===== config.mk =====
export PLATFORM = sky130hd
export DESIGN_NAME = rr2_top
export DESIGN_NICKNAME = d
export VERILOG_FILES = /design/src/core/rr2_pkg.sv /design/src/core/rr2_code_cyc.sv /design/src/core/rr2_phase.sv /design/src/core/rr2_top.sv
export SDC_FILE = /design/constraint.sdc
export NUM_CORES = 1
export LEC_CHECK = 0
export ABC_AREA = 0
export ABC_CLOCK_PERIOD_IN_PS = 7000
export BUFFER_PORTS_ARGS = -buffer_cell sky130_fd_sc_hd__buf_4
export CORE_ASPECT_RATIO = 0.9
export CORE_UTILIZATION = 48
export CTS_CLUSTER_SIZE = 8
export DETAILED_ROUTE_END_ITERATION = 12
export HOLD_SLACK_MARGIN = 0.05
export PLACE_DENSITY = 0.78
export SYNTH_ARGS = -nofsm -noshare
export SYNTH_HDL_FRONTEND = slang
export SYNTH_SLANG_ARGS = --single-unit

===== constraint.sdc =====
create_clock -name i_clk -period 7 [get_ports i_clk]
set_clock_uncertainty 0.15 [all_clocks]
set_input_delay 2.1 -clock i_clk [delete_from_list [all_inputs] [get_ports i_clk]]
set_output_delay 2.1 -clock i_clk [all_outputs]
set_load 0.03 [all_outputs]

===== src/core/rr2_pkg.sv =====
// Constants and bus carriers for the second rectifier dead-time block.
// Assumes a 10 MHz core clock and an AXI4-Lite master on the register side.
package rr2_pkg;

  // ==========================================================================
  // Register map, index form; byte address is index times four
  localparam logic [9:0]  RISE_IDX  = 10'h055;
  localparam logic [9:0]  LEAD_IDX  = 10'h057;
  localparam logic [9:0]  CTRL_IDX  = 10'h058;
  localparam logic [9:0]  STAT_IDX  = 10'h059;
  localparam logic [11:0] RISE_ADDR = {RISE_IDX, 2'b00};
  localparam logic [11:0] LEAD_ADDR = {LEAD_IDX, 2'b00};
  localparam logic [11:0] CTRL_ADDR = {CTRL_IDX, 2'b00};
  localparam logic [11:0] STAT_ADDR = {STAT_IDX, 2'b00};

  // ==========================================================================
  // Fields and reset values
  localparam int          CODE_W         = 8;
  localparam int          CTRL_EN_BIT    = 0;
  localparam int          STAT_OUT_BIT   = 0;
  localparam int          STAT_VALID_BIT = 1;
  localparam int          STAT_LEN_LSB   = 16;
  localparam logic [7:0]  RISE_RST       = 8'h00;
  localparam logic [7:0]  LEAD_RST       = 8'h00;
  localparam logic        EN_RST         = 1'b0;
  localparam logic [1:0]  RESP_OKAY      = 2'h0;
  localparam logic [1:0]  RESP_SLVERR    = 2'h2;

  // ==========================================================================
  // Timing: code step and clock period in ns, cycles derived
  localparam logic [15:0] STEP_NS  = 16'h0005;
  localparam logic [15:0] CLK_NS   = 16'h0064;
  localparam logic [15:0] MAX_NS   = 16'h04fb;
  localparam int          MAX_CYC  = (MAX_NS + CLK_NS - 1) / CLK_NS;
  localparam int          CYC_W    = $clog2(MAX_CYC + 1);
  localparam int          CNT_W    = 16;

  // ==========================================================================
  // AXI4-Lite carriers
  typedef struct packed {
    logic        awvalid;
    logic [11:0] awaddr;
    logic        wvalid;
    logic [31:0] wdata;
    logic [3:0]  wstrb;
    logic        bready;
    logic        arvalid;
    logic [11:0] araddr;
    logic        rready;
  } rr2_axi_req_t;

  typedef struct packed {
    logic        awready;
    logic        wready;
    logic        bvalid;
    logic [1:0]  bresp;
    logic        arready;
    logic        rvalid;
    logic [31:0] rdata;
    logic [1:0]  rresp;
  } rr2_axi_rsp_t;

endpackage : rr2_pkg


===== src/core/rr2_code_cyc.sv =====
// Converts a 5 ns dead-time code into whole core clock cycles, rounded up.
// Assumes the code is stable or changes only between switching cycles.
`timescale 1ns/1ns
module rr2_code_cyc import rr2_pkg::*; (
  // Clock and reset
  input  wire logic              i_clk,
  input  wire logic              i_reset,
  // Code in, cycles out
  input  wire logic [CODE_W-1:0] i_code,
  output logic      [CYC_W-1:0]  o_cycles
);

  logic [CYC_W-1:0] cycles_ff;
  logic [CYC_W-1:0] nxt_cycles;

  always_comb begin
    nxt_cycles = CYC_W'((16'(i_code) * STEP_NS + CLK_NS - 16'h0001) / CLK_NS);
  end

  always_ff @(posedge i_clk or posedge i_reset) begin
    if (i_reset) begin
      cycles_ff <= '0;
    end else begin
      cycles_ff <= nxt_cycles;
    end
  end

  assign o_cycles = cycles_ff;

endmodule : rr2_code_cyc


===== src/core/rr2_phase.sv =====
// Counts cycles since the last ac-sense falling edge and keeps the last
// measured low-phase length. Assumes edge pulses come from the core clock.
`timescale 1ns/1ns
module rr2_phase import rr2_pkg::*; (
  // Clock and reset
  input  wire logic             i_clk,
  input  wire logic             i_reset,
  // Control and edges
  input  wire logic             i_run,
  input  wire logic             i_fall,
  input  wire logic             i_rise,
  // Measurements
  output logic      [CNT_W-1:0] o_count,
  output logic      [CNT_W-1:0] o_len,
  output logic                  o_len_valid,
  output logic                  o_in_low
);

  logic [CNT_W-1:0] cnt_ff;
  logic [CNT_W-1:0] len_ff;
  logic             valid_ff;
  logic             low_ff;

  // ==========================================================================
  // Elapsed counter, saturating
  always_ff @(posedge i_clk or posedge i_reset) begin
    if (i_reset) begin
      cnt_ff <= '0;
    end else if (!i_run) begin
      cnt_ff <= '0;
    end else if (i_fall) begin
      cnt_ff <= CNT_W'(1);
    end else if (cnt_ff != '1) begin
      cnt_ff <= cnt_ff + CNT_W'(1);
    end
  end

  // ==========================================================================
  // Low-phase length capture
  always_ff @(posedge i_clk or posedge i_reset) begin
    if (i_reset) begin
      len_ff   <= '0;
      valid_ff <= 1'b0;
      low_ff   <= 1'b0;
    end else if (!i_run) begin
      valid_ff <= 1'b0;
      low_ff   <= 1'b0;
    end else if (i_fall) begin
      low_ff <= 1'b1;
    end else if (i_rise && low_ff) begin
      len_ff   <= cnt_ff;
      valid_ff <= 1'b1;
      low_ff   <= 1'b0;
    end
  end

  assign o_count     = cnt_ff;
  assign o_len       = len_ff;
  assign o_len_valid = valid_ff;
  assign o_in_low    = low_ff;

endmodule : rr2_phase


===== src/core/rr2_top.sv =====
// Second rectifier drive timing in resonant mode, with AXI4-Lite registers.
// Assumes ac-sense is synchronous to the 10 MHz core clock.
//
// Added by the designer: the AXI4-Lite interface to the registers.
`timescale 1ns/1ns
module rr2_top import rr2_pkg::*; (
  // Clock and reset
  input  wire logic         i_clk,
  input  wire logic         i_reset,
  // Register bus
  input  wire rr2_axi_req_t i_axi,
  output rr2_axi_rsp_t      o_axi,
  // Power stage
  input  wire logic         i_ac_sense_input,
  output logic              o_second_rectifier_drive
);

  // ==========================================================================
  // Bus slave state
  logic              awready_ff;
  logic              wready_ff;
  logic              aw_have_ff;
  logic              w_have_ff;
  logic [11:0]       awaddr_ff;
  logic [31:0]       wdata_ff;
  logic              wstrb0_ff;
  logic              bvalid_ff;
  logic [1:0]        bresp_ff;
  logic              arready_ff;
  logic              rvalid_ff;
  logic [31:0]       rdata_ff;
  logic [1:0]        rresp_ff;
  logic              wr_fire;
  logic              wr_hit;

  // Registers
  logic [CODE_W-1:0] rise_code_ff;
  logic [CODE_W-1:0] lead_code_ff;
  logic              en_ff;

  // Timing core
  logic              ac_prev_ff;
  logic              fall_ev;
  logic              rise_ev;
  logic [CYC_W-1:0]  rise_cyc;
  logic [CYC_W-1:0]  lead_cyc;
  logic [CYC_W-1:0]  act_rise_ff;
  logic [CYC_W-1:0]  act_lead_ff;
  logic [CYC_W-1:0]  cur_rise;
  logic [CYC_W-1:0]  cur_lead;
  logic [CNT_W-1:0]  count;
  logic [CNT_W-1:0]  len;
  logic              len_valid;
  logic              low_seen;
  logic [CNT_W-1:0]  elapsed;
  logic [CNT_W:0]    ahead;
  logic              in_low;
  logic              hit_on;
  logic              hit_off;
  logic              drive_ff;

  // ==========================================================================
  // Write channels: address and data in either order
  assign wr_fire = aw_have_ff && w_have_ff;
  assign wr_hit  = (awaddr_ff == RISE_ADDR) || (awaddr_ff == LEAD_ADDR) ||
                   (awaddr_ff == CTRL_ADDR) || (awaddr_ff == STAT_ADDR);

  always_ff @(posedge i_clk or posedge i_reset) begin
    if (i_reset) begin
      awready_ff <= 1'b0;
      wready_ff  <= 1'b0;
      aw_have_ff <= 1'b0;
      w_have_ff  <= 1'b0;
      awaddr_ff  <= '0;
      wdata_ff   <= '0;
      wstrb0_ff  <= 1'b0;
      bvalid_ff  <= 1'b0;
      bresp_ff   <= RESP_OKAY;
    end else begin
      if (awready_ff && i_axi.awvalid) begin
        aw_have_ff <= 1'b1;
        awaddr_ff  <= i_axi.awaddr;
        awready_ff <= 1'b0;
      end else if (!aw_have_ff && !bvalid_ff) begin
        awready_ff <= 1'b1;
      end
      if (wready_ff && i_axi.wvalid) begin
        w_have_ff <= 1'b1;
        wdata_ff  <= i_axi.wdata;
        wstrb0_ff <= i_axi.wstrb[0];
        wready_ff <= 1'b0;
      end else if (!w_have_ff && !bvalid_ff) begin
        wready_ff <= 1'b1;
      end
      if (wr_fire) begin
        aw_have_ff <= 1'b0;
        w_have_ff  <= 1'b0;
        bvalid_ff  <= 1'b1;
        bresp_ff   <= wr_hit ? RESP_OKAY : RESP_SLVERR;
      end else if (bvalid_ff && i_axi.bready) begin
        bvalid_ff <= 1'b0;
      end
    end
  end

  // ==========================================================================
  // Register writes; status is read only
  always_ff @(posedge i_clk or posedge i_reset) begin
    if (i_reset) begin
      rise_code_ff <= RISE_RST;
      lead_code_ff <= LEAD_RST;
      en_ff        <= EN_RST;
    end else if (wr_fire && wstrb0_ff) begin
      if (awaddr_ff == RISE_ADDR) begin
        rise_code_ff <= wdata_ff[CODE_W-1:0];
      end
      if (awaddr_ff == LEAD_ADDR) begin
        lead_code_ff <= wdata_ff[CODE_W-1:0];
      end
      if (awaddr_ff == CTRL_ADDR) begin
        en_ff <= wdata_ff[CTRL_EN_BIT];
      end
    end
  end

  // ==========================================================================
  // Read channel: answer one cycle after the address is taken
  always_ff @(posedge i_clk or posedge i_reset) begin
    if (i_reset) begin
      arready_ff <= 1'b0;
      rvalid_ff  <= 1'b0;
      rdata_ff   <= '0;
      rresp_ff   <= RESP_OKAY;
    end else if (arready_ff && i_axi.arvalid) begin
      arready_ff <= 1'b0;
      rvalid_ff  <= 1'b1;
      rresp_ff   <= RESP_OKAY;
      rdata_ff   <= '0;
      unique case (i_axi.araddr)
        RISE_ADDR: rdata_ff[CODE_W-1:0] <= rise_code_ff;
        LEAD_ADDR: rdata_ff[CODE_W-1:0] <= lead_code_ff;
        CTRL_ADDR: rdata_ff[CTRL_EN_BIT] <= en_ff;
        STAT_ADDR: begin
          rdata_ff[STAT_OUT_BIT]                    <= drive_ff;
          rdata_ff[STAT_VALID_BIT]                  <= len_valid;
          rdata_ff[STAT_LEN_LSB +: CNT_W]           <= len;
        end
        default:   rresp_ff <= RESP_SLVERR;
      endcase
    end else if (rvalid_ff && i_axi.rready) begin
      rvalid_ff <= 1'b0;
    end else if (!rvalid_ff) begin
      arready_ff <= 1'b1;
    end
  end

  always_comb begin
    o_axi.awready = awready_ff;
    o_axi.wready  = wready_ff;
    o_axi.bvalid  = bvalid_ff;
    o_axi.bresp   = bresp_ff;
    o_axi.arready = arready_ff;
    o_axi.rvalid  = rvalid_ff;
    o_axi.rdata   = rdata_ff;
    o_axi.rresp   = rresp_ff;
  end

  // ==========================================================================
  // Code conversion
  rr2_code_cyc u_rise_cyc (
    .i_clk    (i_clk),
    .i_reset  (i_reset),
    .i_code   (rise_code_ff),
    .o_cycles (rise_cyc)
  );

  rr2_code_cyc u_lead_cyc (
    .i_clk    (i_clk),
    .i_reset  (i_reset),
    .i_code   (lead_code_ff),
    .o_cycles (lead_cyc)
  );

  // ==========================================================================
  // Ac-sense edges and phase measurement
  always_ff @(posedge i_clk or posedge i_reset) begin
    if (i_reset) begin
      ac_prev_ff <= 1'b0;
    end else begin
      ac_prev_ff <= i_ac_sense_input;
    end
  end

  assign fall_ev = en_ff && ac_prev_ff && !i_ac_sense_input;
  assign rise_ev = en_ff && !ac_prev_ff && i_ac_sense_input;

  rr2_phase u_phase (
    .i_clk       (i_clk),
    .i_reset     (i_reset),
    .i_run       (en_ff),
    .i_fall      (fall_ev),
    .i_rise      (rise_ev),
    .o_count     (count),
    .o_len       (len),
    .o_len_valid (len_valid),
    .o_in_low    (low_seen)
  );

  // ==========================================================================
  // Active codes, taken only at the start of a switching cycle
  always_ff @(posedge i_clk or posedge i_reset) begin
    if (i_reset) begin
      act_rise_ff <= '0;
      act_lead_ff <= '0;
    end else if (fall_ev) begin
      act_rise_ff <= rise_cyc;
      act_lead_ff <= lead_cyc;
    end
  end

  // ==========================================================================
  // Drive edges: lead is placed against the last measured low phase
  assign cur_rise = fall_ev ? rise_cyc : act_rise_ff;
  assign cur_lead = fall_ev ? lead_cyc : act_lead_ff;
  assign elapsed  = fall_ev ? '0 : count;
  assign in_low   = fall_ev || low_seen;
  assign ahead    = {1'b0, elapsed} + (CNT_W + 1)'(cur_lead);
  assign hit_on   = in_low && (elapsed == CNT_W'(cur_rise)) &&
                    (!len_valid || (ahead < {1'b0, len}));
  assign hit_off  = !en_ff || rise_ev || (in_low && len_valid && (ahead >= {1'b0, len}));

  always_ff @(posedge i_clk or posedge i_reset) begin
    if (i_reset) begin
      drive_ff <= 1'b0;
    end else if (hit_off) begin
      drive_ff <= 1'b0;
    end else if (hit_on) begin
      drive_ff <= 1'b1;
    end
  end

  assign o_second_rectifier_drive = drive_ff;
endmodule : rr2_top


; ---- Word-level counts from Yosys, hierarchy flattened
; Index checks and enable logic that the tools add are counted.
[totals]
latchBits = 0
n_memories = 0
regBits = 125
in_bits = 68
out_inout_bits = 42
mem_bits_ro = 0
mem_bits_rw = 0
word_cells = 136
[classes]
n_div = 2
order_cmp = 2
n_shift = 0
n_bitwise = 1
eq_ne = 16
add_sub_neg = 6
n_mul = 2
n_mux = 35
n_reduce_logical = 46
[op_table]
columns = op, n
row1 = $eq A12 B9 Y1 const B, 8
row2 = $mux W16, 5
row3 = $div A16 B7 Y16 const B, 2
row4 = $sub A16 B1 Y16 const B, 2
row5 = $add A11 B7 Y12 const B, 2
row6 = $mux W1, 23
row7 = $mul A8 B3 Y11 const B, 2
row8 = $logic_and A1 B1 Y1, 18
row9 = $add A16 B4 Y17, 1
row10 = $ge A17 B16 Y1, 1
row11 = $lt A17 B16 Y1, 1
row12 = $add A16 B1 Y16 const B, 1
row13 = $eq A16 B4 Y1, 1
row14 = $ne A16 B16 Y1 const B, 1
row15 = $reduce_bool A2 Y1, 7
row16 = $pmux W6 S2, 1
row17 = $reduce_and A2 Y1, 5
row18 = $mux W4, 2
row19 = $logic_not A1 Y1, 7
row20 = $logic_or A1 B1 Y1, 7
row21 = $ne A3 B1 Y1 const B, 2
row22 = $mux W2, 2
row23 = $ne A2 B1 Y1 const B, 2
row24 = $ne A2 B2 Y1 const B, 2
row25 = other kinds (5), 5

; ---- Longest topological paths before layout
; Gate-level depths: netlist (run 1).
[depth]
word_depth = 9
mapped_depth = 25
ltp_nobuf = 24

; ---- Cells and area by module
; Synthesis (run 1) repeated with hierarchy kept, for this count alone.
[unflattened]
hier_cells = 871
hier_area_um2 = 8772.2
[by_module_without_submodules]
columns = module, cells_per_inst, seq_area_each_um2, instances, area_per_inst_um2
row1 = rr2_top, 404, 2026.9, 1, 4282.9
row2 = rr2_code_cyc, 168, 100.1, 2, 1475.2
row3 = rr2_phase, 131, 850.8, 1, 1539.0

; ---- Least setup slack after synthesis (run 1)
; Ideal clock, no wire load.
[synth_path]
kind = input to register
startpoint = input port i_ac_sense_input
endpoint = register drive_ff (netlist: o_second_rectifier_drive)
stages = 24
slack_ns = 1.155
path_buffers = 1
required_ns = 6.764
setup_ns = 0.086
arrival_ns = 5.609
path_cell_list = inv_1 nand3_1 clkbuf_1 nand2_1 nand2_1 ha_1 fa_1 a21o_1 a21oi_1 nor2_1 xnor2_1 nor2_1 ha_1 a21oi_1 o21ai_0 a21o_1 a21oi_1 o21ai_0 a21o_1 a21oi_1 nor2b_1 o21ai_0 a31oi_1 nor3_1
[synth_via]
elab_chain_len = 8
elab_cells_between_ends = 20
cone_classes = add/sub: 1 / order compare: 2 / eq/ne: 1 / mux: 4 / reduce/logical: 12
[synth_lines]
columns = item, line_no
row1 = "start, declared", rr2_top.sv:14  ; input wire logic i_ac_sense_input,
row2 = $logic_not A1 Y1 *, rr2_top.sv:194  ; assign fall_ev = en_ff && ac_prev_ff && !i_ac_sense_input;
row3 = $logic_and A1 B1 Y1 *, rr2_top.sv:194
row4 = $mux W4 *, n/a
row5 = named net cur_lead[0], rr2_top.sv:50  ; logic [CYC_W-1:0] cur_lead;
row6 = $add A16 B4 Y17 *, rr2_top.sv:227  ; assign ahead = {1'b0, elapsed} + (CNT_W + 1)'(cur_lead);
row7 = $ge A17 B16 Y1 or $lt A17 B16 Y1 (tied branches), "rr2_top.sv:230, rr2_top.sv:229"
row8 = $logic_and A1 B1 Y1 or $logic_or A1 B1 Y1 (tied branches), "rr2_top.sv:230, rr2_top.sv:229"
row9 = $logic_or A1 B1 Y1 or $logic_and A1 B1 Y1 (tied branches), "rr2_top.sv:230, rr2_top.sv:228"
row10 = $mux W1 or $reduce_bool A2 Y1 (tied branches), n/a
row11 = "end signal, assigned", rr2_top.sv:234  ; drive_ff <= 1'b0;
row12 = "end signal, assigned", rr2_top.sv:236  ; drive_ff <= 1'b0;
row13 = "end signal, assigned", rr2_top.sv:238  ; drive_ff <= 1'b1;
row14 = "end, declared", rr2_top.sv:60  ; logic drive_ff;
; Mark *: on every way through the listed nets, which the timed path passes. The rest lies on a longest branch.
; A chain may end at the register's enable or synchronous reset.

; ---- Worst setup path after layout (run 1)
[layout_path]
startpoint = register rise_code_ff[1]
endpoint = register u_rise_cyc.cycles_ff[0] (netlist: u_rise_cyc.o_cycles[0])
[layout_via]
elab_chain_len = 4
[layout_lines]
columns = item, line_no
row1 = "start, declared", rr2_top.sv:37  ; logic [CODE_W-1:0] rise_code_ff;
row2 = "start signal, assigned", rr2_top.sv:115  ; rise_code_ff <= wdata_ff[CODE_W-1:0];
row3 = $mul A8 B3 Y11, rr2_code_cyc.sv:17  ; nxt_cycles = CYC_W'((16'(i_code) * STEP_NS + CLK_NS - 16'h0001) / CLK_NS);
row4 = $add A11 B7 Y12, rr2_code_cyc.sv:17
row5 = $sub A16 B1 Y16, rr2_code_cyc.sv:17
row6 = $div A16 B7 Y16, rr2_code_cyc.sv:17
row7 = named net u_rise_cyc.nxt_cycles[0], rr2_code_cyc.sv:14  ; logic [CYC_W-1:0] nxt_cycles;
row8 = "end signal, assigned", rr2_code_cyc.sv:24  ; cycles_ff <= nxt_cycles;
row9 = "end, declared", rr2_code_cyc.sv:13  ; logic [CYC_W-1:0] cycles_ff;
; The timed path passes the listed nets, and every way through them passes these cells.

==> key figures, run 1 <==
Setup path
  • WP buf/inv: 0
  • CP startpoint kind: register
  • Worst-path fanout max: 10
  • Worst Path Arrival: between 6 and 7 ns
  • R2R setup slack: 0.71 ns
  • CP Cell Sequence: ha_1 > ha_1 > ha_1 > fa_1 > a211oi_1 > or4_1 > nand3_1 > or3_1 > nor4b_1 > o21bai_1 > a21oi_1 > a21oi_1 > a21oi_1 > a21oi_1 > a221oi_2 > nor3_1 > o31ai_1 > o311a_1 > o211ai_1
  • Data required, critical path: a little over 7 ns
  • Crit. End Element: register
  • Crit path kind: register to register
  • CP top delay family: compound AO/OA/AOI/OAI gates
  • Worst path max stage delay: approximately 0.52 ns
  • Critical R2R Launch: rise_code_ff[1]
  • Worst R2R Path Depth: 19
  • Cell mode on critical path: a21oi_1
  • Stages on the worst setup path: 19
  • Reg-to-Reg End: u_rise_cyc.o_cycles[0]
  • Worst path slowest cell: o31ai_1

Worst hold path
  • Hold Path Stages: 2
  • HP Class: register to register
  • HP Start: u_rise_cyc.o_cycles[0]
  • Worst Hold Path EP: act_rise_ff[0]

CTS
  • Max Root-Sink Buffers: 2
  • CTS tree: yes
  • H-tree Lvls: 4
  • Clock buffers created by TritonCTS: 17
  • Clock latency on the worst-skew pair: ~0.4 ns
  • # resized after CTS: 0
  • Root Driver: clkbuf_16
  • Cts hold-fix bufs: 0
  • Setup bufs post-CTS: 0
  • # clock sinks: roughly 120
  • CTS clock-pin slew for the worst setup and hold paths: roughly 0.05 ns

Global routing
  • Total track usage: between 20 and 25%
  • Initial antenna violation count: 0
  • GR Overflow Total: 0
  • Vias in the first global route: about 6900
  • Global-route wire length before repair: between 30 and 40 mm
  • Largest net degree at the start of global routing: 79

Finish
  • Area growth from synthesis to layout: 15.53%
  • Layout cells sized above 1: roughly 18%
  • Fillers: ~1500
  • Final nets: approximately 1200
  • Register area: 3078 um^2
  • Commonest non-fill, non-tap cell in the layout: dfrtp_1
  • Post-route cell area: between 10000 and 15000 um^2
  • Multi-input gate area: between 5000 and 6000 um^2
  • Most frequent cells in the layout: dfrtp_1, nand2_1, buf_4
  • ANT cells: 0

Die
  • Die area: around 19000 um^2
  • Die H: about 130 um
  • I/O pin count: 110
  • Core Rows: 46
  • Initial Util: a little under 50%
  • Chip width: 144.4 um
  • Core Area: about 18000 um^2

Detailed routing
  • Post-route DRC violation count: 0
  • Antenna-violating nets left: 0
  • Via count: around 7400
  • Final wirelength: a little over 20 mm
  • Routed vias/inst: 5.829
  • Iter 0 DRT Violations: 520
  • DR pass1 iterations: 5
  • WL/cell: approximately 16 um

STA
  • Worst relative slew slack: about a quarter
  • Slew Limit Fails: 0
  • Tmin final: roughly 6.3 ns
  • Slew @ Worst Pin: between 1 and 1.5 ns
  • RSZ-0062 raised after global routing: false
  • Final setup fails: 0
  • Fmax achieved: 159.0 MHz
  • Setup WS post-layout: approximately 0.71 ns
  • Final Cycle Share: about 90%
  • Setup_tns: 0 ns
  • Hold Vio Cnt, Final: 0

Power
  • Power density cells: roughly 210 nW/um^2
  • LEAKAGE: 4.636 nW
  • Maximum VDD drop: between 0.0001 and 0.00015 V
  • Pwr Total: around 2.1 mW

Logic synthesis
  • Synthesized area: approximately 8800 um^2
  • Number of synthesized flops with an enable pin: 0
  • Unique masters post-synth: 88
  • Post-synthesis sequential area ratio: 35.14%
  • Avg Synthesized Cell Area: 9.144 um^2
  • Top cells by area, synth: dfrtp_1, ha_1, mux2_2, nand2_1, o21ai_0
  • Area leader, netlist: dfrtp_1
  • Yosys reg bits: 123
  • Top-area cell type share of the netlist area: a little over a third
  • Synth async-reset ratio: 100.0%
  • Synthesized instance count: ~960
  • Synth warn: 0
  • Synth Flop Type: dfrtp_1

Placed design
  • GP Congestion: approximately 0.92
  • Dpl hpwl: about 15 mm
  • PortBufs: slightly above 70
  • Placement Setup Slack: 0.6675 ns
  • DP Area: 9469 um^2

Job
  • Max-cap violations: 0

Status
  • Status: finished clean
[cell usage after synthesis, drive strengths merged, types with 11 or more instances]
cell type / count
nand2: 98
nand3: 31
mux2i: 12
xor2: 19
a22o: 16
a211oi: 11
dfrtp: 123
a21oi: 44
nor2: 74
and2: 11
buf: 22
mux2: 47
inv: 50
ha: 53
xnor2: 26
o21ai: 65
clkbuf: 22
nor3: 19
a21o: 14
o211ai: 11
or3: 15
nand4: 12
[area by class of cell]
cell class | count | area share (%)
clock buffer | 21 | 4.649
inverter | 50 | 1.879
multi-input combinational | 750 | 52.30
timing repair buffer | 81 | 6.009
sequential | 123 | 30.42
clock inverter | 11 | 1.780
tap | 240 | 2.967
[registers in the layout (all words and copies together) (netlist names), 8 cells and up]
name and flops:
wdata_ff 8, lead_code_ff 8, u_phase.o_len 16, awaddr_ff 12, rise_code_ff 8, rdata_ff 24
u_phase.o_count 16
[worst max-delay path by stage]
stage                     start                        to  slack (ns)
5_1_grt         rise_code_ff[1]    u_rise_cyc.o_cycles[0]        0.25
2_1_floorplan  i_ac_sense_input  o_second_rectifier_drive        1.16
6_report        rise_code_ff[1]    u_rise_cyc.o_cycles[0]        0.71
3_5_place_dp   i_ac_sense_input  o_second_rectifier_drive        0.67
4_1_cts         rise_code_ff[1]    u_rise_cyc.o_cycles[0]        0.80
3_3_place_gp   i_ac_sense_input  o_second_rectifier_drive        0.68
[tightest hold or removal path: stages, from the launching register on]
cell and delay (ns):
dfrtp_1 0.32, nand2_1 0.04, nand2_1 0.07
[kinds of logic (layout without fill, tap and decap cells)]
logic type / Yosys count / in the layout / share of synthesized area [%]
flops: 123 / 123 / 35.14
fa+ha+maj: 64 / 64 / 9.627
mux: 59 / 59 / 7.413
simple gates: 331 / 331 / 19.14
compound gates: 241 / 241 / 19.14
xor+xnor: 45 / 45 / 4.671
buf+inv: 94 / 163 / 4.828
other cells: 1 / 10 / 0.04281
[power breakdown]
part	switching, mW	internal, mW	leakage (nW)
registers	0.0687	0.801	1.65
clock network	0.325	0.630	0.315
logic	0.162	0.138	2.67
[metal layers]
layer	GRT usage [%]	vias up	wire, um
li1	-	3616	-
met1	30.75	3586	9438
met2	36.28	208	9555
met3	4.147	28	937
met4	6.440	0	334
met5	0	-	0
[stage by stage]
stage	std cells	util (%)	hold WS [ns]
2_1_floorplan	967	-	0.2793
3_3_place_gp	1244	53.42	0.2962
3_5_place_dp	1244	53.42	0.3039
4_1_cts	1276	57.09	0.3183
5_1_grt	1276	57.09	0.3367
6_report	1276	57.09	0.3175
Power figures use the tool's default switching activity.
==> run 2, diff against run 1 <==
==> constraint.sdc (replaced) <==
create_clock -name i_clk -period 7 [get_ports i_clk]
set_clock_uncertainty 0.15 [all_clocks]
set_input_delay 1.75 -clock i_clk [delete_from_list [all_inputs] [get_ports i_clk]]
set_output_delay 1.75 -clock i_clk [all_outputs]
set_load 0.03 [all_outputs]
==> run 2 against run 1 <==
Effect of this change: register-to-register slack gained 0.04 ns; flip-flop and latch count did not move; non-clock buffer count shrank 1; clock power fell by 11%; sequential power hardly changed; critical path type unchanged; critical endpoint is now u_lead_cyc.o_cycles[0]; largest cell class unchanged; highest routed layer unchanged.
==> key figures, run 2 (synthesized netlist as in run 1, its figures left out) <==
Detailed routing
  • Final wirelength: 20.08 mm (-0.91%)
  • Post-route DRC violation count: 0 (unchanged)
  • WL/cell: 15.75 um (-0.83%)
  • Antenna-violating nets left: 0 (unchanged)
  • DR pass1 iterations: 5 (unchanged)
  • Routed vias/inst: 5.853 (+0.40%)
  • Iter 0 DRT Violations: 574 (+10%)
  • Via count: 7462 (+0.32%)

Placed design
  • PortBufs: 72 (unchanged)
  • GP Congestion: 0.8899 (-3.5%)
  • DP Area: 9462 um^2 (about the same)
  • Placed cell count: 1243 (-0.080%)
  • Placement Setup Slack: 0.9172 ns (+0.2497 ns)
  • Dpl hpwl: 15.00 mm (-1.0%)

STA
  • Final setup fails: 0 (unchanged)
  • Slew Limit Fails: 0 (unchanged)
  • Setup_tns: 0 ns (unchanged)
  • Worst hold slack: 0.3140 ns (-0.003428 ns)
  • Tmin final: 6.247 ns (-0.04452 ns)
  • Setup WS post-layout: 0.7532 ns (+0.04452 ns)
  • Worst relative slew slack: 27.86% (+1.7 points)
  • Hold Vio Cnt, Final: 0 (unchanged)
  • RSZ-0062 raised after global routing: false
  • Fmax achieved: 160.1 MHz (+0.71%)
  • Slew @ Worst Pin: 1.076 ns (-0.02532 ns)
  • Final Cycle Share: 89.24% (-0.64 points)

Setup path
  • Data required, critical path: 7.15 ns (+0.02 ns)
  • Worst-path fanout max: 7 (-3)
  • CP startpoint kind: register
  • Crit path kind: register to register
  • Crit. End Element: register
  • Worst Path Arrival: 6.39 ns (-0.03 ns)

Power
  • Pwr Total: 2.017 mW (-5.0%)
  • LEAKAGE: 4.591 nW (-0.96%)
  • Maximum VDD drop: 0.0001685 V (+21%)
  • Power density cells: 201.1 nW/um^2 (-4.2%)

Finish
  • Final nets: 1150 (-0.087%)
  • Max FFs per register: 24 (unchanged)
  • Post-route cell area: 10030 um^2 (-0.87%)
  • Non-Filler Instances: 1275 (-0.078%)
  • Commonest non-fill, non-tap cell in the layout: dfrtp_1
  • Area growth from synthesis to layout: 14.53%
  • ANT cells: 0 (unchanged)
  • Most frequent cells in the layout: dfrtp_1, nand2_1, buf_4
  • Largest Register: rdata_ff
  • Layout cells sized above 1: 17.49% (-0.37 points)
  • Util after Layout: 56.59% (-0.49 points)

CTS
  • Clock latency on the worst-skew pair: 0.41 ns (about the same)
  • Root Driver: clkbuf_16
  • CTS clock-pin slew for the worst setup and hold paths: 0.05 ns (about the same)
  • CTS tree: yes
  • Setup bufs post-CTS: 0 (unchanged)
  • H-tree Lvls: 4 (unchanged)
  • Cts hold-fix bufs: 0 (unchanged)
  • # resized after CTS: 0 (unchanged)
  • Clock buffers created by TritonCTS: 17 (unchanged)
  • # clock sinks: 123 (unchanged)
  • Max Root-Sink Buffers: 2 (unchanged)

Worst hold path
  • HP Class: register to register

Die
  • Core Area: 17730 um^2 (unchanged)
  • Die H: 130.2 um (unchanged)
  • Die area: 18790 um^2 (unchanged)
  • Initial Util: 49.41% (unchanged)
  • Core Rows: 46 (unchanged)
  • I/O pin count: 110 (unchanged)
  • Chip width: 144.4 um (unchanged)

Global routing
  • Largest net degree at the start of global routing: 77 (-2.5%)
  • Met3 usage: 3.009% (-1.1 points)
  • Total track usage: 22.36% (-0.12 points)
  • GR Overflow Total: 0 (unchanged)
  • Vias in the first global route: 6917 (+0.28%)
  • GR Util met1: 31.08% (+0.33 points)
  • Global-route wire length before repair: 33.51 mm (+0.23%)
  • Initial antenna violation count: 0 (unchanged)
  • Gr busiest metal: met2
  • Grt met2 use: 36.23% (-0.057 points)

Job
  • Max-cap violations: 0 (unchanged)

Status
  • Status: finished clean
## run 2: changes by cell type in the layout (fill, tap and decap cells not counted), moves of 2 or more
cell / previous run / this run
clkinv_2: 0 / 3
clkbuf_1: 1 / 4
inv_6: 4 / 2
clkbuf_8: 3 / 1
bufinv_16: 4 / 2
## run 2: final cells by class
type	count	area (um^2)
multi-input cells	750	5293
well taps	240	300.3
inverters	50	190.2
flip-flops and latches	123	3078
clock inverters	10	116.4
fillers	1563	7695
repair buffers	80	600.6
clock buffers	22	454.2
## run 2: path summary, 6_finish.rpt
kind / start / endpoint / slack (ns) / cells after the start
max: lead_code_ff[1] / u_lead_cyc.o_cycles[0] / 0.75 / 21
min: u_rise_cyc.o_cycles[0] / act_rise_ff[0] / 0.31 / 2
max reg2reg: lead_code_ff[1] / u_lead_cyc.o_cycles[0] / 0.75 / 21
min reg2reg: u_rise_cyc.o_cycles[0] / act_rise_ff[0] / 0.31 / 2
max in group asynchronous: i_reset / rresp_ff[1] / 4.15 / 3
min in group asynchronous: i_reset / wdata_ff[3] / 1.38 / 2
## run 2: worst max-delay path, stage by stage, from the launching register on
cell and delay, ns:
dfrtp_1 0.42, ha_1 0.32, ha_1 0.29, ha_1 0.25, fa_1 0.54, nor3_1 0.50, nand3_1 0.24, a21oi_1 0.34
and4_1 0.29, mux2_1 0.33, o31a_1 0.29, o221ai_1 0.28, a41o_1 0.30, maj3_1 0.23, xnor2_2 0.19, and3_1 0.24
nor2_1 0.07, inv_2 0.14, o211ai_1 0.10, o2bb2ai_1 0.20, a21o_1 0.17, a211o_1 0.25
## run 2: routing by layer
metal / vias to the layer above / part of all wire, %
met5: - / 0
met3: 22 / 4.7
li1: 3609 / -
met4: 0 / 1.1
met2: 221 / 47
met1: 3610 / 47
## run 2: power by group
group	leakage (nW)	switching (mW)	total [mW]	internal, mW
combinational	2.67	0.160	0.297	0.138
sequential	1.65	0.0684	0.869	0.801
clock	0.275	0.317	0.851	0.534
total	4.59	0.545	2.02	1.47
==> run 3, diff against run 2 <==
--- a/config.mk
+++ b/config.mk
@@ -9,6 +9,7 @@
 export ABC_CLOCK_PERIOD_IN_PS = 7000
 export BUFFER_PORTS_ARGS = -buffer_cell sky130_fd_sc_hd__buf_4
 export CORE_ASPECT_RATIO = 0.9
+export CORE_MARGIN = 3
 export CORE_UTILIZATION = 48
 export CTS_CLUSTER_SIZE = 8
 export DETAILED_ROUTE_END_ITERATION = 12
@@ -16,4 +17,5 @@
 export PLACE_DENSITY = 0.78
 export SYNTH_ARGS = -nofsm -noshare
 export SYNTH_HDL_FRONTEND = slang
+export SYNTH_HIERARCHICAL = 1
 export SYNTH_SLANG_ARGS = --single-unit
==> run 3 against run 2 <==
Effect of this change: critical path depth down 2; setup slack improved by 0.85 ns; largest power group is now clock; critical endpoint is now o_second_rectifier_drive; total power increased by 7.5%.
==> key figures, run 3 <==
Status
  • Status: finished clean

STA
  • Worst hold slack: 0.3252 ns (+0.01117 ns)
  • Hold Vio Cnt, Final: 0 (unchanged)
  • Slew Limit Fails: 0 (unchanged)
  • Final setup fails: 0 (unchanged)
  • Fmax achieved: 185.2 MHz (+16%)
  • RSZ-0062 raised after global routing: false
  • Setup_tns: 0 ns (unchanged)
  • Worst relative slew slack: 19.34% (-8.5 points)
  • Slew @ Worst Pin: 1.207 ns (+0.1305 ns)
  • Final Cycle Share: 77.15% (-12 points)
  • Tmin final: 5.400 ns (-0.8463 ns)
  • Setup WS post-layout: 1.600 ns (+0.8463 ns)

Finish
  • Max FFs per register: 24 (unchanged)
  • Commonest non-fill, non-tap cell in the layout: dfrtp_1
  • Final nets: 1061 (-7.7%)
  • Most frequent cells in the layout: dfrtp_1, buf_4, nand2_1
  • Largest Register: rdata_ff
  • Area growth from synthesis to layout: 14.83%
  • ANT cells: 0 (unchanged)
  • Register area: 3078 um^2 (unchanged)
  • Layout cells sized above 1: 25.05% (+7.6 points)
  • Fillers: 1538 (-1.6%)
  • Multi-input gate area: 5251 um^2 (-0.78%)

Logic synthesis
  • Synth top cells by count: dfrtp_1, nand2_1, inv_1
  • Top-area cell type share of the netlist area: 35.09% (-0.050 points)
  • Synthesized instance count: 871 (-9.1%)
  • Synthesized area: 8772 um^2 (+0.14%)
  • Synth Area in Adders: 9.414% (-0.21 points)
  • Unique masters post-synth: 95 (+8.0%)
  • Synth warn: 6 (+6)
  • Avg Synthesized Cell Area: 10.07 um^2 (+10%)
  • Post-synthesis sequential area ratio: 35.09% (-0.050 points)
  • Synth Flop Type: dfrtp_1
  • Synth Area in XOR/XNOR: 3.965% (-0.71 points)
  • Simple-gate share of the synthesized area: 16.89% (-2.3 points)
  • Number of synthesized flops with an enable pin: 0 (unchanged)
  • Combinational family with the most area after synthesis: compound AO/OA/AOI/OAI gates
  • Synth Area in Compound Gates: 20.72% (+1.6 points)
  • Area leader, netlist: dfrtp_1
  • Mux cell area share after synthesis: 8.444% (+1.0 points)
  • Synth async-reset ratio: 100.0% (unchanged)
  • Most frequent cell after synthesis: dfrtp_1
  • Yosys reg bits: 123 (unchanged)
  • Top cells by area, synth: dfrtp_1, ha_1, mux2_2, nand2_1, xnor2_1

Setup path
  • WP buf/inv: 3 (+2)
  • Worst R2R Path Depth: 15 (-29%)
  • Worst Path Arrival: 5.53 ns (-0.86 ns)
  • Reg-to-Reg End: u_lead_cyc/o_cycles[0]
  • Crit. End Element: register
  • Worst path slowest cell: fa_1
  • CP Cell Sequence: buf_4 > nand3b_1 > inv_1 > nand2_1 > nand2_1 > ha_1 > inv_1 > fa_1 > nand2b_1 > o2bb2ai_1 > nor2_1 > nand4_1 > xor2_1 > ha_1 > a21o_1 > a21o_1 > a31oi_1 > a31oi_1 > a311oi_1
  • R2R setup slack: 2.27 ns (+1.52 ns)
  • CP startpoint kind: primary input
  • Crit path kind: primary input to register
  • Worst-path fanout max: 12 (+5)
  • Data required, critical path: 7.13 ns (-0.02 ns)
  • Worst path max stage delay: 0.41 ns (-0.13 ns)
  • Critical R2R Launch: lead_code_ff[4]
  • CP top delay family: compound AO/OA/AOI/OAI gates

Die
  • Core Area: 17780 um^2 (+0.32%)
  • Core Rows: 46 (unchanged)
  • Chip width: 148.5 um (+2.8%)
  • Initial Util: 49.32% (-0.090 points)
  • I/O pin count: 110 (unchanged)
  • Die H: 134.3 um (+3.1%)
  • Die area: 19940 um^2 (+6.1%)

CTS
  • # clock sinks: 123 (unchanged)
  • H-tree Lvls: 4 (unchanged)
  • Max Root-Sink Buffers: 2 (unchanged)
  • CTS clock-pin slew for the worst setup and hold paths: 0.06 ns (about the same)
  • Clock latency on the worst-skew pair: 0.42 ns (about the same)
  • Cts hold-fix bufs: 0 (unchanged)
  • CTS tree: yes
  • Root Driver: clkbuf_16
  • # resized after CTS: 0 (unchanged)
  • Clock buffers created by TritonCTS: 17 (unchanged)
  • Setup bufs post-CTS: 0 (unchanged)

Power
  • Power density cells: 215.4 nW/um^2 (+7.1%)
  • Pwr Total: 2.170 mW (+7.5%)
  • Maximum VDD drop: 0.0001524 V (-9.5%)
  • Sw frac: 26.77% (-0.24 points)
  • LEAKAGE: 4.550 nW (-0.90%)
  • Logic pwr share: 14.3% (-0.4 points)
  • Clock Power Share: 45.1% (+2.9 points)
  • Switching Power: 0.5808 mW (+6.6%)
  • Reg power frac: 40.6% (-2.5 points)
  • Pint: 1.589 mW (+7.9%)

Worst hold path
  • HP Class: register to register
  • HP Start: u_rise_cyc/o_cycles[1]
  • Hold Path Stages: 2 (unchanged)
  • Worst Hold Path EP: act_rise_ff[1]

Placed design
  • GP Congestion: 0.8956 (+0.64%)
  • Placement Setup Slack: 1.260 ns (+0.3430 ns)
  • Dpl hpwl: 14.59 mm (-2.8%)
  • PortBufs: 72 (unchanged)

Detailed routing
  • DR pass1 iterations: 5 (unchanged)
  • Via count: 6893 (-7.6%)
  • Final wirelength: 20.20 mm (+0.60%)
  • Iter 0 DRT Violations: 370 (-36%)
  • WL/cell: 17.03 um (+8.1%)
  • Antenna-violating nets left: 0 (unchanged)
  • Post-route DRC violation count: 0 (unchanged)
  • Routed vias/inst: 5.812 (-0.69%)

Global routing
  • Initial antenna violation count: 0 (unchanged)
  • GR Overflow Total: 0 (unchanged)
  • Largest net degree at the start of global routing: 77 (unchanged)
  • Global-route wire length before repair: 33.74 mm (+0.68%)
  • Total track usage: 20.77% (-1.6 points)
  • Vias in the first global route: 6720 (-2.8%)

Job
  • Max-cap violations: 0 (unchanged)
[run 3: cell types whose count changed in the layout (fill, tap and decap cells not counted), sizes merged, moves of 8 or more]
| cell | previous run | this run |
|---|---|---|
| a21oi | 44 | 52 |
| mux2 | 47 | 58 |
| nand2 | 98 | 76 |
| nor2 | 74 | 47 |
| o21ai | 65 | 33 |
[run 3: how the worst max path moves through the flow]
stage | cells past startpoint | slack (ns) | endpoint | from
after CTS | 19 | 1.69 | o_second_rectifier_drive | i_ac_sense_input
final | 19 | 1.60 | o_second_rectifier_drive | i_ac_sense_input
after floorplan | 19 | 1.70 | o_second_rectifier_drive | i_ac_sense_input
after detailed placement | 17 | 1.26 | o_second_rectifier_drive | i_ac_sense_input
after global routing | 17 | 1.32 | o_second_rectifier_drive | i_ac_sense_input
after global placement | 17 | 1.30 | o_second_rectifier_drive | i_ac_sense_input
[run 3: worst register-to-register path: stages (launching register included)]
cell and delay (ns):
dfrtp_1 0.47, ha_1 0.24, fa_1 0.44, ha_1 0.53
nand3_2 0.19, o211a_4 0.30, o21a_1 0.32, a21oi_1 0.19
o22ai_1 0.12, a21oi_2 0.39, nor2_1 0.14, maj3_2 0.32
a21oi_1 0.35, nand4_1 0.14, o221a_1 0.25, o21ai_1 0.12
[run 3: through the flow]
step / instances / util, % / instance area, um^2
after floorplan: 880 / - / 8806
after global placement: 1154 / 52.94 / 9415
after detailed placement: 1154 / 52.94 / 9415
after CTS: 1186 / 56.64 / 10070
after global routing: 1186 / 56.64 / 10070
final: 1186 / 56.64 / 10070
[run 3: kinds of logic after synthesis]
group / after synthesis
compound gates: 223
xor+xnor: 38
fa+ha+maj: 62
buf+inv: 99
flops: 123
mux: 66
other cells: 1
simple gates: 259
[run 3: power groups by stage]
| stage | logic, mW | registers [mW] | clock network (mW) |
|---|---|---|---|
| 6_report | 0.311 | 0.880 | 0.979 |
| 5_1_grt | 0.341 | 0.891 | 1.03 |
| 4_1_cts | 0.315 | 0.879 | 0.996 |
| 3_5_place_dp | 0.316 | 0.891 | 0 |
| 3_3_place_gp | 0.307 | 0.887 | 0 |
| 2_1_floorplan | 0.247 | 0.872 | 0 |
[run 3: final cells by class]
cell class / instances / area share (%)
well taps: 240 / 2.981
flip-flops and latches: 123 / 30.56
repair buffers: 76 / 5.664
clock buffers: 18 / 4.360
clock inverters: 14 / 2.174
multi-input cells: 658 / 52.13
inverters: 57 / 2.136
[run 3: per-layer routing]
metal | wire [um] | share of wire (%) | track usage (%)
met5 | 0 | 0 | 0
met4 | 272 | 1.3 | 5.541
met3 | 949 | 4.7 | 4.223
met2 | 9794 | 48 | 33.88
met1 | 9186 | 45 | 28.33
